### src/pwg_pkg.sv
// Purpose: shared constants for the write guard and undervoltage response block
// Assumes: command codes are one byte, passwords arrive as whole values
// Notes:   all offsets, resets and timing counts are named here
package pwg_pkg;

   // ****************************************
   // command codes
   // ****************************************
   localparam logic [7:0] cmd_clear_faults        = 8'h03;
   localparam logic [7:0] cmd_monitor_undervolt   = 8'hf9;
   localparam logic [7:0] cmd_access_tier         = 8'hfa;
   localparam logic [7:0] cmd_private_password    = 8'hfb;
   localparam logic [7:0] cmd_public_password     = 8'hfc;
   localparam logic [7:0] cmd_write_permit_map    = 8'hfd;

   // ****************************************
   // reset values and field layout
   // ****************************************
   localparam logic [7:0] uv_response_reset       = 8'hbf;
   localparam logic [7:0] access_tier_reset       = 8'h01;
   localparam int         resp_mode_hi            = 7;
   localparam int         resp_mode_lo            = 6;
   localparam int         retry_set_hi            = 5;
   localparam int         retry_set_lo            = 3;
   localparam int         retry_delay_hi          = 2;
   localparam int         retry_delay_lo          = 0;
   localparam logic [1:0] mode_ignore             = 2'h0;
   localparam logic [1:0] mode_disable_retry      = 2'h2;
   localparam logic [1:0] mode_hold_until_ok      = 2'h3;
   localparam logic [2:0] retry_none              = 3'h0;
   localparam logic [2:0] retry_continuous        = 3'h7;

   // ****************************************
   // access tiers and password widths
   // ****************************************
   localparam logic [7:0] tier_locked             = 8'h00;
   localparam logic [7:0] tier_public             = 8'h01;
   localparam logic [7:0] tier_user               = 8'h02;
   localparam logic [7:0] tier_vendor             = 8'h03;
   localparam int         private_pw_bits         = 72;
   localparam int         public_pw_bits          = 32;
   localparam int         permit_map_bits         = 256;

   // ****************************************
   // timing
   // ****************************************
   localparam int         clk_hz                  = 125000000;
   localparam int         retry_unit_ms           = 35;
   localparam int         retry_unit_cycles       = clk_hz / 1000 * retry_unit_ms;
   localparam int         retry_cnt_bits          = 32;

endpackage : pwg_pkg

### src/pwg_guard.sv
// Operation
// - mode 00 ignores, 10 disables, retries only at retry 111
// - mode 11 holds off until recovery
// - responded fault pulls alert, sets status
// - fault bit cleared only by clear_faults
// - retry 000 keeps output off
// - retry 111 restarts continuously
// - continuous retry waits for recovery level
// - retry spacing is (delay+1) times 35ms
// - response byte rw, protected, resets bfh
// - reads always allowed, permit bit per command
// - protected write changes nothing without password
// - each store has own map, password
// - default-cleared command needs default password
// - user-cleared command needs user password
// - four tiers, public reaches 0 or 1
// - private only raises, public sets 0/1
// - tier byte read-only, resets 01h
// - default password raises tier to 3
// - user password raises tier to 2
// - wrong public password drops tier to 0
// - command n maps to permit bit n
//
// Purpose: command write guard plus monitored undervoltage fault response
// Assumes: a command decoder presents one write strobe per complete command,
//          password and permit stores are presented as level inputs,
//          undervoltage and recovery comparisons are made outside
// Notes:   permit maps are written by their own commands elsewhere
module pwg_guard
   import pwg_pkg::*;
(
   input  wire logic                          ref_clk,
   input  wire logic                          reset,
   input  wire logic                          cmd_write,
   input  wire logic [7:0]                    cmd_code,
   input  wire logic [private_pw_bits-1:0]    cmd_data,
   input  wire logic [7:0]                    read_code,
   output logic      [7:0]                    read_data,
   output logic                               write_accepted,
   output logic                               write_rejected,
   input  wire logic [permit_map_bits-1:0]    default_permit_map,
   input  wire logic [permit_map_bits-1:0]    user_permit_map,
   input  wire logic [private_pw_bits-1:0]    default_private_pw,
   input  wire logic [private_pw_bits-1:0]    user_private_pw,
   input  wire logic [public_pw_bits-1:0]     user_public_pw,
   input  wire logic                          undervolt_pin,
   input  wire logic                          recovered_pin,
   input  wire logic                          commanded_off,
   input  wire logic                          other_fault,
   output logic                               output_enable,
   output logic                               alert_output_n,
   output logic                               undervolt_fault_status
);

   // ****************************************
   // pin synchronisers
   // ****************************************
   // three stages, a change counts once the last two agree
   logic [2:0] uv_sync;
   logic [2:0] ok_sync;
   logic       uv_level;
   logic       ok_level;

   always_ff @(posedge ref_clk) begin
      if (reset) begin
         uv_sync <= 3'h0;
         ok_sync <= 3'h0;
      end else begin
         uv_sync <= {uv_sync[1:0], undervolt_pin};
         ok_sync <= {ok_sync[1:0], recovered_pin};
      end
   end

   always_ff @(posedge ref_clk) begin
      if (reset) begin
         uv_level <= 1'b0;
         ok_level <= 1'b0;
      end else begin
         if (uv_sync[2] == uv_sync[1]) begin
            uv_level <= uv_sync[2];
         end
         if (ok_sync[2] == ok_sync[1]) begin
            ok_level <= ok_sync[2];
         end
      end
   end

   // ****************************************
   // write permission
   // ****************************************
   logic [7:0] monitor_undervolt_response;
   logic [7:0] access_tier_level;
   logic       default_bit;
   logic       user_bit;
   logic       always_writable;
   logic       permitted;

   assign default_bit = default_permit_map[cmd_code];
   assign user_bit    = user_permit_map[cmd_code];

   // passwords, clear_faults and the permit map write are never protected
   assign always_writable = (cmd_code == cmd_public_password) ||
                            (cmd_code == cmd_private_password) ||
                            (cmd_code == cmd_clear_faults) ||
                            (cmd_code == cmd_write_permit_map);

   always_comb begin
      if (always_writable) begin
         permitted = 1'b1;
      end else if (!default_bit) begin
         permitted = (access_tier_level >= tier_vendor);
      end else if (!user_bit) begin
         permitted = (access_tier_level >= tier_user);
      end else begin
         permitted = (access_tier_level >= tier_public);
      end
   end

   assign write_accepted = cmd_write && permitted && (cmd_code != cmd_access_tier);
   assign write_rejected = cmd_write && !write_accepted;

   // ****************************************
   // access tier
   // ****************************************
   logic [7:0] next_tier;

   always_comb begin
      next_tier = access_tier_level;
      if (write_accepted && cmd_code == cmd_public_password) begin
         if (cmd_data[public_pw_bits-1:0] == user_public_pw) begin
            next_tier = tier_public;
         end else begin
            next_tier = tier_locked;
         end
      end else if (write_accepted && cmd_code == cmd_private_password) begin
         if (cmd_data == default_private_pw) begin
            next_tier = tier_vendor;
         end else if (cmd_data == user_private_pw &&
                      access_tier_level < tier_user) begin
            next_tier = tier_user;
         end
      end
   end

   always_ff @(posedge ref_clk) begin
      if (reset) begin
         access_tier_level <= access_tier_reset;
      end else begin
         access_tier_level <= next_tier;
      end
   end

   // ****************************************
   // response setting
   // ****************************************
   // protected rw byte
   always_ff @(posedge ref_clk) begin
      if (reset) begin
         monitor_undervolt_response <= uv_response_reset;
      end else if (write_accepted && cmd_code == cmd_monitor_undervolt) begin
         monitor_undervolt_response <= cmd_data[7:0];
      end
   end

   always_ff @(posedge ref_clk) begin
      if (reset) begin
         read_data <= 8'h00;
      end else begin
         case (read_code)
            cmd_monitor_undervolt: read_data <= monitor_undervolt_response;
            cmd_access_tier:       read_data <= access_tier_level;
            default:               read_data <= 8'h00;
         endcase
      end
   end

   // ****************************************
   // fault response
   // ****************************************
   typedef enum logic [4:0] {
      st_run     = 5'h01,
      st_hold    = 5'h02,
      st_latched = 5'h04,
      st_wait_ok = 5'h08,
      st_delay   = 5'h10
   } pwg_state_type;

   pwg_state_type              state;
   logic [1:0]                 resp_mode;
   logic [2:0]                 retry_set;
   logic [2:0]                 retry_delay;
   logic [retry_cnt_bits-1:0]  delay_count;
   logic [retry_cnt_bits-1:0]  delay_target;
   logic                       fault_event;
   logic                       clear_cmd;

   assign resp_mode   = monitor_undervolt_response[resp_mode_hi:resp_mode_lo];
   assign retry_set   = monitor_undervolt_response[retry_set_hi:retry_set_lo];
   assign retry_delay = monitor_undervolt_response[retry_delay_hi:retry_delay_lo];
   assign clear_cmd   = write_accepted && (cmd_code == cmd_clear_faults);

   assign delay_target = retry_cnt_bits'(({29'h0, retry_delay} + 32'h1) *
                                         retry_cnt_bits'(retry_unit_cycles));

   assign fault_event = uv_level && (state == st_run) && (resp_mode != mode_ignore) &&
                        (resp_mode != 2'h1);

   // only clear_faults clears; a new fault wins
   always_ff @(posedge ref_clk) begin
      if (reset) begin
         undervolt_fault_status <= 1'b0;
      end else if (fault_event) begin
         undervolt_fault_status <= 1'b1;
      end else if (clear_cmd) begin
         undervolt_fault_status <= 1'b0;
      end
   end

   assign alert_output_n = !undervolt_fault_status;

   always_ff @(posedge ref_clk) begin
      if (reset) begin
         state       <= st_run;
         delay_count <= 32'h0;
      end else begin
         case (state)
            st_run: begin
               delay_count <= 32'h0;
               if (fault_event) begin
                  if (resp_mode == mode_hold_until_ok) begin
                     state <= st_hold;
                  end else if (retry_set == retry_continuous) begin
                     state <= st_wait_ok;
                  end else begin
                     state <= st_latched;
                  end
               end
            end
            st_hold: begin
               if (ok_level) begin
                  state <= st_run;
               end
            end
            st_latched: begin
               if (clear_cmd) begin
                  state <= st_run;
               end
            end
            st_wait_ok: begin
               delay_count <= 32'h0;
               if (commanded_off || other_fault) begin
                  state <= st_latched;
               end else if (ok_level) begin
                  state <= st_delay;
               end
            end
            st_delay: begin
               if (commanded_off || other_fault) begin
                  state <= st_latched;
               end else if (delay_count + 32'h1 >= delay_target) begin
                  state <= st_run;
               end else begin
                  delay_count <= delay_count + 32'h1;
               end
            end
            default: state <= st_run;
         endcase
      end
   end

   assign output_enable = (state == st_run) && !fault_event;

endmodule : pwg_guard

### config.mk
export PLATFORM = sky130hd
export DESIGN_NAME = pwg_guard
export DESIGN_NICKNAME = d
export VERILOG_FILES = /design/src/pwg_pkg.sv /design/src/pwg_guard.sv
export SDC_FILE = /design/constraint.sdc
export NUM_CORES = 1
export LEC_CHECK = 0
export ABC_AREA = 1
export ABC_CLOCK_PERIOD_IN_PS = 10700
export BUFFER_PORTS_ARGS = -buffer_cell sky130_fd_sc_hd__buf_2
export CAP_MARGIN = 20
export CORE_AREA = 3 3 313 315
export CTS_CLUSTER_DIAMETER = 50
export DETAILED_ROUTE_END_ITERATION = 8
export DIE_AREA = 0 0 316 318
export SLEW_MARGIN = 5
export SYNTH_ARGS = -nofsm -noshare
export SYNTH_HDL_FRONTEND = slang
export SYNTH_SLANG_ARGS = --single-unit
### constraint.sdc
create_clock -name ref_clk -period 10.7 [get_ports ref_clk]
set_input_delay 1.07 -clock ref_clk [delete_from_list [all_inputs] [get_ports ref_clk]]
set_output_delay 1.07 -clock ref_clk [all_outputs]
set_load 0.02 [all_outputs]
==> metrics.txt, run 1 <==
final hold viol count 0; CTS Hold Buffers Added 0; area of the multi-input gates 0.009738 mm²; most frequent cells in the layout 1080 x nand2_1, 794 x buf_2, 360 x nor2_1; Post-CTS Setup Bufs 0; Ys Warns 0; vias in the first global route between 15000 and 20000; CTS tree built; number of synthesized flops with an enable pin 0; worst stage delay on the critical path roughly 0.84 ns; Clock Latency Late Sink 0.33 ns; Crit Path Max Fanout 87; io pins a little under 800; Port Buf Inserts 795; Starting Density 0.1307; Achievable Freq around 150 MHz; maxcap violations 0; fill cell count between 10000 and 15000; flops & latches, synth 64; Max Slew Vio Count 0; initial antenna violation count 28; GP Congestion just under 1; register area share after synthesis 0.1030; Sink Count 64; first-pass GRT wire length between 100000 and 150000 µm; Critical Path Start Type primary input; maximum VDD drop 0.09512 mV; wire per inst between 15 and 20 µm; DRC Markers 0; Net count, final 3997; largest net degree at the start of global routing 88; DR vias/cell 4.100; worst hold-check path type reg2reg; CP Class in2out; die area about 0.1 mm²; clk slew on worst S/H paths 0.06 ns; ANT nets after route 0; RSZ-0062 raised after global routing false; CTS H-tree lvls 3; Layout area overhead 44.36%; total wire length ~84000 µm; Die Width between 300 and 400 µm; cell area after synthesis 0.01244 mm²; Pre-antenna DRT Iters 5; most frequent CP cell nor2_1; setup total negative slack 0 ns; Final setup viols 0; power density cells just over 70 mW/mm²; period utilization 0.6331; DP Wirelength 72860 µm; row cnt between 100 and 150; outcome finished clean; main flop type after synthesis dfxtp_1; Arr. time, crit path 5.70 ns; Worst Path Required between 9 and 10 ns; CTS buffer count 9; chip height around 320 µm; GRT overflow 0; gr usage total 0.1575; Unique masters post-synth 50; clock skew about 0.0084 ns; net count after synthesis around 3300; worst-case clock buffer depth 2; syn_area_per_cell 5.111 µm²; DR vias between 15000 and 20000; commonest non-fill, non-tap cell in the layout nand2_1; First DRT Iteration DRCs about 1200; asr flop ratio synth 0; Slew headroom 0.2735; cts repair resizes 0; Slew @ Worst Pin roughly 1.1 ns; CTS root buf clkbuf_16; Core Area roughly 0.095 mm²; cell count after synthesis 2434; Final Util 0.1887; CP max-delay cell nand2_2; crit-path cells buf_6 -> buf_4 -> inv_4 -> buf_4 -> nand2_2 -> nor2_1 -> nor2_1 -> nand2_1 -> nand2_1 -> nand2_1 -> o21ai_0 -> nand2_1 -> nor2_1 -> nor2_1 -> nor2_1 -> nand2_1 -> nand2_2 -> nand3_4 -> a21boi_4 -> nor2_1 -> buf_2; crit path time final 6.774 ns; Critical Path Sink Type primary output; Reg area between 0.001 and 0.0015 mm²; Leak just over 10 nW; layout cells sized above 1 0.2738
==> final timing paths <==
| check | cells past startpoint | start | end | slack (ns) |
|---|---|---|---|---|
| max | 21 | cmd_code[0] | write_rejected | 3.93 |
| min | 2 | uv_sync[2]$_SDFF_PP0_ | uv_level$_SDFFE_PP0N_ | 0.45 |
| max reg2reg | 26 | monitor_undervolt_response[0]$_SDFFE_PP1P_ | delay_count[0]$_SDFFE_PP0P_ | 4.81 |
| min reg2reg | 2 | uv_sync[2]$_SDFF_PP0_ | uv_level$_SDFFE_PP0N_ | 0.45 |
==> registers in the layout (all words and copies together), names as in the netlist <==
signal	flops
uv_level	1
uv_sync	3
state	5
read_data	8
undervolt_fault_status	1
monitor_undervolt_response	8
delay_count	32
ok_sync	3
ok_level	1
access_tier_level	2
==> stage by stage <==
step | hold WS, ns | power, mW | worst slack (ns) | std cells | cell area (µm²)
6_report | 0.4542 | 1.273 | 3.926 | 4439 | 17960
3_5_place_dp | 0.4406 | 0.9523 | 3.816 | 4415 | 17610
3_3_place_gp | 0.4319 | 0.9510 | 3.863 | 4415 | 17610
2_1_floorplan | 0.3883 | 0.6249 | 6.057 | 2434 | 12440
4_1_cts | 0.4567 | 1.280 | 3.813 | 4431 | 17940
5_1_grt | 0.4798 | 1.365 | 3.329 | 4434 | 17940
==> routing by layer <==
layer | up-vias | wire length (µm) | global-route usage
li1 | 9028 | - | -
met1 | 8280 | 37200 | 0.2076
met2 | 792 | 38800 | 0.2648
met3 | 86 | 6219 | 0.02781
met4 | 14 | 1804 | 0.03755
met5 | - | 84 | 0
==> critical path: cells and delay by family <==
family          cells  cell delay [ns]
simple gates       14             2.07
buf+inv             5             2.00
compound gates      2             0.42
==> synthesized netlist by cell type (all sizes together) (5+ instances only) <==
library cell	n	area, µm²
o211ai	7	82.58
inv	240	903.4
o22ai	19	118.9
nor4	30	193.9
xor2	45	394.1
xnor2	95	832.1
dfxtp	64	1281
a22o	7	61.31
nand3	61	322.8
a21oi	59	295.3
a221oi	5	43.79
nor3	21	105.1
or2	10	62.56
ha	49	613.1
buf	70	460.4
clkbuf	24	90.09
nand4	46	302.8
a211oi	6	45.04
o21ai	96	480.5
nor2	367	1380
nand2	1087	4100
==> cell families (layout without fill, tap and decap cells) <==
group / count (synthesis) / count (layout) / share of synthesized area
xor gates and xnor gates: 140 / 140 / 0.09857
other: 0 / 8 / 0
DFF: 64 / 64 / 0.1030
and+or+nand+nor: 1629 / 1629 / 0.5242
adders and majority gates: 53 / 53 / 0.05572
AOI/OAI and AO/OA: 213 / 213 / 0.1013
buffers and inverters: 335 / 1067 / 0.1172
==> area by class of cell <==
class	instances	area share
antenna	8	0.001115
clock buffer	9	0.01254
timing repair buffer	810	0.2282
clock inverter	7	0.005713
multi-input combinational	2035	0.5423
tap	1265	0.08814
inverter	241	0.05066
sequential	64	0.07135
==> power breakdown <==
group / switching (mW) / leakage [nW] / internal (mW)
clock: 0.120 / 0.162 / 0.207
combinational: 0.437 / 9.45 / 0.255
sequential: 0.00644 / 0.518 / 0.248
(Power assumes the default switching activity.)
==> inputs of run 2 (changes only) <==
Settings changed: ABC_CLOCK_PERIOD_IN_PS 10700 to 6000, CORE_AREA 3 3 313 315 to 3 3 305 307, DIE_AREA 0 0 316 318 to 0 0 308 310.
Clock period 10.7 ns to 6 ns, I/O delays scaled along.
==> metrics.txt, run 2 (same netlist as run 1, synthesis figures left out) <==
outcome finished clean; Layout area overhead 44.19%; row cnt 110; routed wl met3 ~7100 µm; largest net degree at the start of global routing ~170; Tot Pwr about 2.3 mW; First DRT Iteration DRCs around 1300; Achievable Freq 186.8 MHz; setup total negative slack 0 ns; Final WS setup around 0.65 ns; CTS Hold Buffers Added 0; Clock Latency Late Sink ~0.35 ns; period utilization 0.8923; worst-case clock buffer depth 2; pre-CTS setup slack between 0.6 and 0.7 ns; cts repair resizes 0; met2 WL around 37000 µm; max reg flops 32; DP Wirelength 69180 µm; worst hold-check path type reg2reg; Port Buf Inserts roughly 800; Crit Path Max Fanout 12; Final Util 0.1987; maxcap violations 0; CP Class reg2reg; RSZ-0062 raised after global routing false; clock skew between 0.009 and 0.01 ns; crit path time final approximately 5.4 ns; ANT nets after route 0; DRC Markers 0; Placed Area ~0.018 mm²; R2R Setup Slk 0.65 ns; Die Width roughly 300 µm; gr usage total 0.1557; Pre-antenna DRT Iters 5; Core Area between 0.09 and 0.1 mm²; Largest regs delay_count: 32 flops, monitor_undervolt_response: 8 flops, read_data: 8 flops; Starting Density 0.1378; chip height 310 µm; fill cell count 10609; commonest non-fill, non-tap cell in the layout nand2_1; CTS tree built; Slew headroom 0.2824; layout cells sized above 1 0.2748; total wire length about 80000 µm; io pins 796; Max Slew Vio Count 0; max layer used met5; CTS buffer count 9; maximum VDD drop 0.1075 mV; Post-CTS Setup Bufs 0; Slew @ Worst Pin roughly 1.1 ns; most frequent CP cell nand2_1; Net count, final approximately 4000; DR vias/cell between 4 and 5; final hold viol count 0; Leak ~10 nW; final instance area roughly 0.018 mm²; Worst Path Required 6.19 ns; register with the most flip-flops delay_count; CTS H-tree lvls 3; Final setup viols 0; first-pass GRT wire length around 110000 µm; Arr. time, crit path ~5.5 ns; GP Congestion ~0.96; CTS root buf clkbuf_16; worst stage delay on the critical path between 0.4 and 0.5 ns; vias in the first global route approximately 17000; CP max-delay cell fa_1; Worst Hold Launch uv_sync[0]$_SDFF_PP0_; die area between 0.09 and 0.1 mm²; Sink Count 64; WL met1 about 34000 µm; Critical Path Start Type register; initial antenna violation count 13; wire per inst 18.32 µm; Worst R2R Start monitor_undervolt_response[0]$_SDFFE_PP1P_; clk slew on worst S/H paths 0.06 ns; GRT overflow 0; most frequent cells in the layout 1080 x nand2_1, 794 x buf_2, 362 x nor2_1; power density cells 127.2 mW/mm²; Worst setup startpoint monitor_undervolt_response[0]$_SDFFE_PP1P_; Critical Path Sink Type register; DR vias 17991
==> run 2: changes by cell type in the layout (fill, tap and decap cells not counted), moves of 2 or more <==
cell	previous run	this run
buf_4	15	20
nor2_2	3	1
nor2_1	360	362
diode_2	8	12
==> run 2: report_power, final <==
part           internal, mW  switching [mW]
Clock                 0.368           0.216
Combinational         0.468           0.775
Sequential            0.443          0.0119
Total                  1.28            1.00
==> run 2: worst paths after layout <==
check        cells after the start                     endpoint
min reg2reg                      2        uv_sync[1]$_SDFF_PP0_
max                             28  delay_count[8]$_SDFFE_PP0P_
max reg2reg                     28  delay_count[8]$_SDFFE_PP0P_
min                              2        uv_sync[1]$_SDFF_PP0_
==> run 2: routing by layer <==
| metal | global-route usage | vias up |
|---|---|---|
| li1 | - | 9061 |
| met1 | 0.1973 | 8001 |
| met2 | 0.2594 | 834 |
| met3 | 0.04281 | 89 |
| met4 | 0.04253 | 6 |
| met5 | 0 | - |
==> run 2: through the flow <==
step / hold WS (ns) / instances
2_1_floorplan: 0.3883 / 2434
3_3_place_gp: 0.4166 / 4331
3_5_place_dp: 0.4263 / 4332
4_1_cts: 0.4367 / 4348
5_1_grt: 0.4598 / 4352
6_report: 0.4265 / 4361
==> run 2: layout make-up <==
type	instances	area [µm²]	share of cell area
sequential	64	1281	0.07143
clock inverter	7	102.6	0.005720
clock buffer	9	225.2	0.01256
timing repair buffer	817	4183	0.2332
tap	1176	1471	0.08204
antenna	12	30.03	0.001674
inverter	241	909.6	0.05071
multi-input combinational	2035	9733	0.5427
==> run 2: worst max-delay path: cells and delay by family, from the launching register on <==
kind	cells	cell delay [ns]
adder cells (fa/ha/maj)	5	1.71
AO/OA/AOI/OAI	7	1.14
AND/OR/NAND/NOR	10	0.88
buffers and inverters	5	0.64
flip-flops	1	0.47
XOR/XNOR	1	0.36
==> inputs of run 3 (changes only) <==
Settings changed: PLACE_DENSITY set to 0.45.
==> metrics.txt, run 3 (same netlist as run 1, synthesis figures left out) <==
DR vias between 15000 and 20000; ANT nets after route 0; outcome finished clean; Die Width 308 µm; Critical Path Sink Type register; Core Area between 0.09 and 0.1 mm²; Worst setup startpoint monitor_undervolt_response[0]$_SDFFE_PP1P_; wire per inst about 19 µm; Arr. time, crit path roughly 5.5 ns; clk slew on worst S/H paths roughly 0.060 ns; Worst R2R Start monitor_undervolt_response[0]$_SDFFE_PP1P_; power density cells approximately 130 mW/mm²; area of the multi-input gates just under 0.01 mm²; max reg flops 32; CTS tree built; worst stage delay on the critical path ~0.52 ns; Critical Path Start Type register; Achievable Freq about 190 MHz; maxcap violations 0; Crit Path Max Fanout 13; setup total negative slack 0 ns; Tot Pwr ~2.3 mW; Largest regs delay_count: 32 flops, monitor_undervolt_response: 8 flops, read_data: 8 flops; row cnt 110; CTS root buf clkbuf_16; Slew @ Worst Pin roughly 1.0 ns; Clock Latency Late Sink 0.34 ns; Starting Density 0.1378; die area between 0.09 and 0.1 mm²; Final setup viols 0; io pins between 700 and 800; final hold viol count 0; Net count, final 4003; total wire length approximately 81000 µm; Port Buf Inserts 795; Pre-antenna DRT Iters 5; Max Slew Vio Count 0; reg2reg path depth 28; CTS H-tree lvls 3; First DRT Iteration DRCs around 1200; layout cells sized above 1 0.2749; Slew headroom 0.3026; maximum VDD drop roughly 0.12 mV; CP max-delay cell dfxtp_1; CTS buffer count 9; final hold slack approximately 0.41 ns; largest net degree at the start of global routing around 170; first-pass GRT wire length 112800 µm; CP Class reg2reg; fill cell count 10785; RSZ-0062 raised after global routing false; gr usage total 0.1592; R2R Setup Slk about 0.66 ns; most frequent CP cell nand2_1; most frequent cells in the layout 1080 x nand2_1, 794 x buf_2, 362 x nor2_1; Layout area overhead 44.33%; Post-CTS Setup Bufs 0; worst hold-check path type reg2reg; period utilization 0.8896; register with the most flip-flops delay_count; DP Wirelength 70130 µm; GP Congestion 0.9379; commonest non-fill, non-tap cell in the layout nand2_1; Sink Count between 60 and 70; Reg area 0.001281 mm²; crit path time final 5.338 ns; Leak between 10 and 15 nW; clock skew around 0.0080 ns; GRT overflow 0; DR vias/cell about 4.1; R2R Path End delay_count[24]$_SDFFE_PP0P_; initial antenna violation count 22; Setup crit end delay_count[24]$_SDFFE_PP0P_; vias in the first global route roughly 18000; chip height 310 µm; Worst Path Required roughly 6.2 ns; worst-case clock buffer depth 2; DRC Markers 0
==> run 3: stage by stage <==
| step | setup slack (ns) | util | std cells | cell area, µm² |
|---|---|---|---|---|
| global route | 0.1502 | 0.1987 | 4354 | 17940 |
| detailed placement | 0.5008 | 0.1945 | 4331 | 17560 |
| CTS | 0.4766 | 0.1981 | 4347 | 17890 |
| finish | 0.6621 | 0.1989 | 4360 | 17950 |
| global placement | 0.6487 | 0.1942 | 4330 | 17540 |
| floorplan | 1.357 | - | 2434 | 12440 |
==> run 3: worst min-delay path by stage <==
| stage | startpoint | end | slack, ns | cells past startpoint |
|---|---|---|---|---|
| 3_3_place_gp | uv_sync[0]$_SDFF_PP0_ | uv_sync[1]$_SDFF_PP0_ | 0.41 | 2 |
| 6_report | uv_sync[0]$_SDFF_PP0_ | uv_sync[1]$_SDFF_PP0_ | 0.41 | 2 |
| 3_5_place_dp | ok_sync[0]$_SDFF_PP0_ | ok_sync[1]$_SDFF_PP0_ | 0.41 | 2 |
| 5_1_grt | uv_sync[0]$_SDFF_PP0_ | uv_sync[1]$_SDFF_PP0_ | 0.46 | 2 |
| 4_1_cts | uv_sync[0]$_SDFF_PP0_ | uv_sync[1]$_SDFF_PP0_ | 0.42 | 2 |
| 2_1_floorplan | ok_sync[0]$_SDFF_PP0_ | ok_sync[1]$_SDFF_PP0_ | 0.39 | 2 |
==> run 3: cell type report <==
class / count / share of cell area
Multi-Input combinational cell: 2035 / 0.5425
Timing Repair Buffer: 816 / 0.2337
Tap cell: 1176 / 0.08196
Sequential cell: 64 / 0.07136
Inverter: 241 / 0.05067
Clock buffer: 9 / 0.01254
Clock inverter: 7 / 0.005575
Antenna cell: 12 / 0.001673
==> run 3: routing by layer <==
layer  vias up  wire length, µm  global-route usage
met5         -               83                   0
met3        82             6439             0.03641
met4        12             1579             0.03587
li1       9055                -                   -
met2       715            37080              0.2687
met1      7903            35600              0.2063
==> run 3: repair_timing <==
action                                  in CTS  in global routing
endpoints found under the setup margin       0                 17
hold buffers                                 0                  0
gates resized for setup                      0                  1
==> run 3: where the power goes <==
group	total, mW	switching (mW)	internal, mW
logic	1.24	0.771	0.468
registers	0.455	0.0118	0.443
clock network	0.575	0.207	0.368
==> run 3: critical path: cells and delay by family, from the launching register on <==
family                     cells  cell delay (ns)
adders and majority gates      5             1.80
AOI/OAI and AO/OA              7             1.18
and+or+nand+nor               10             0.95
buffers and inverters          6             0.72
DFF                            1             0.52
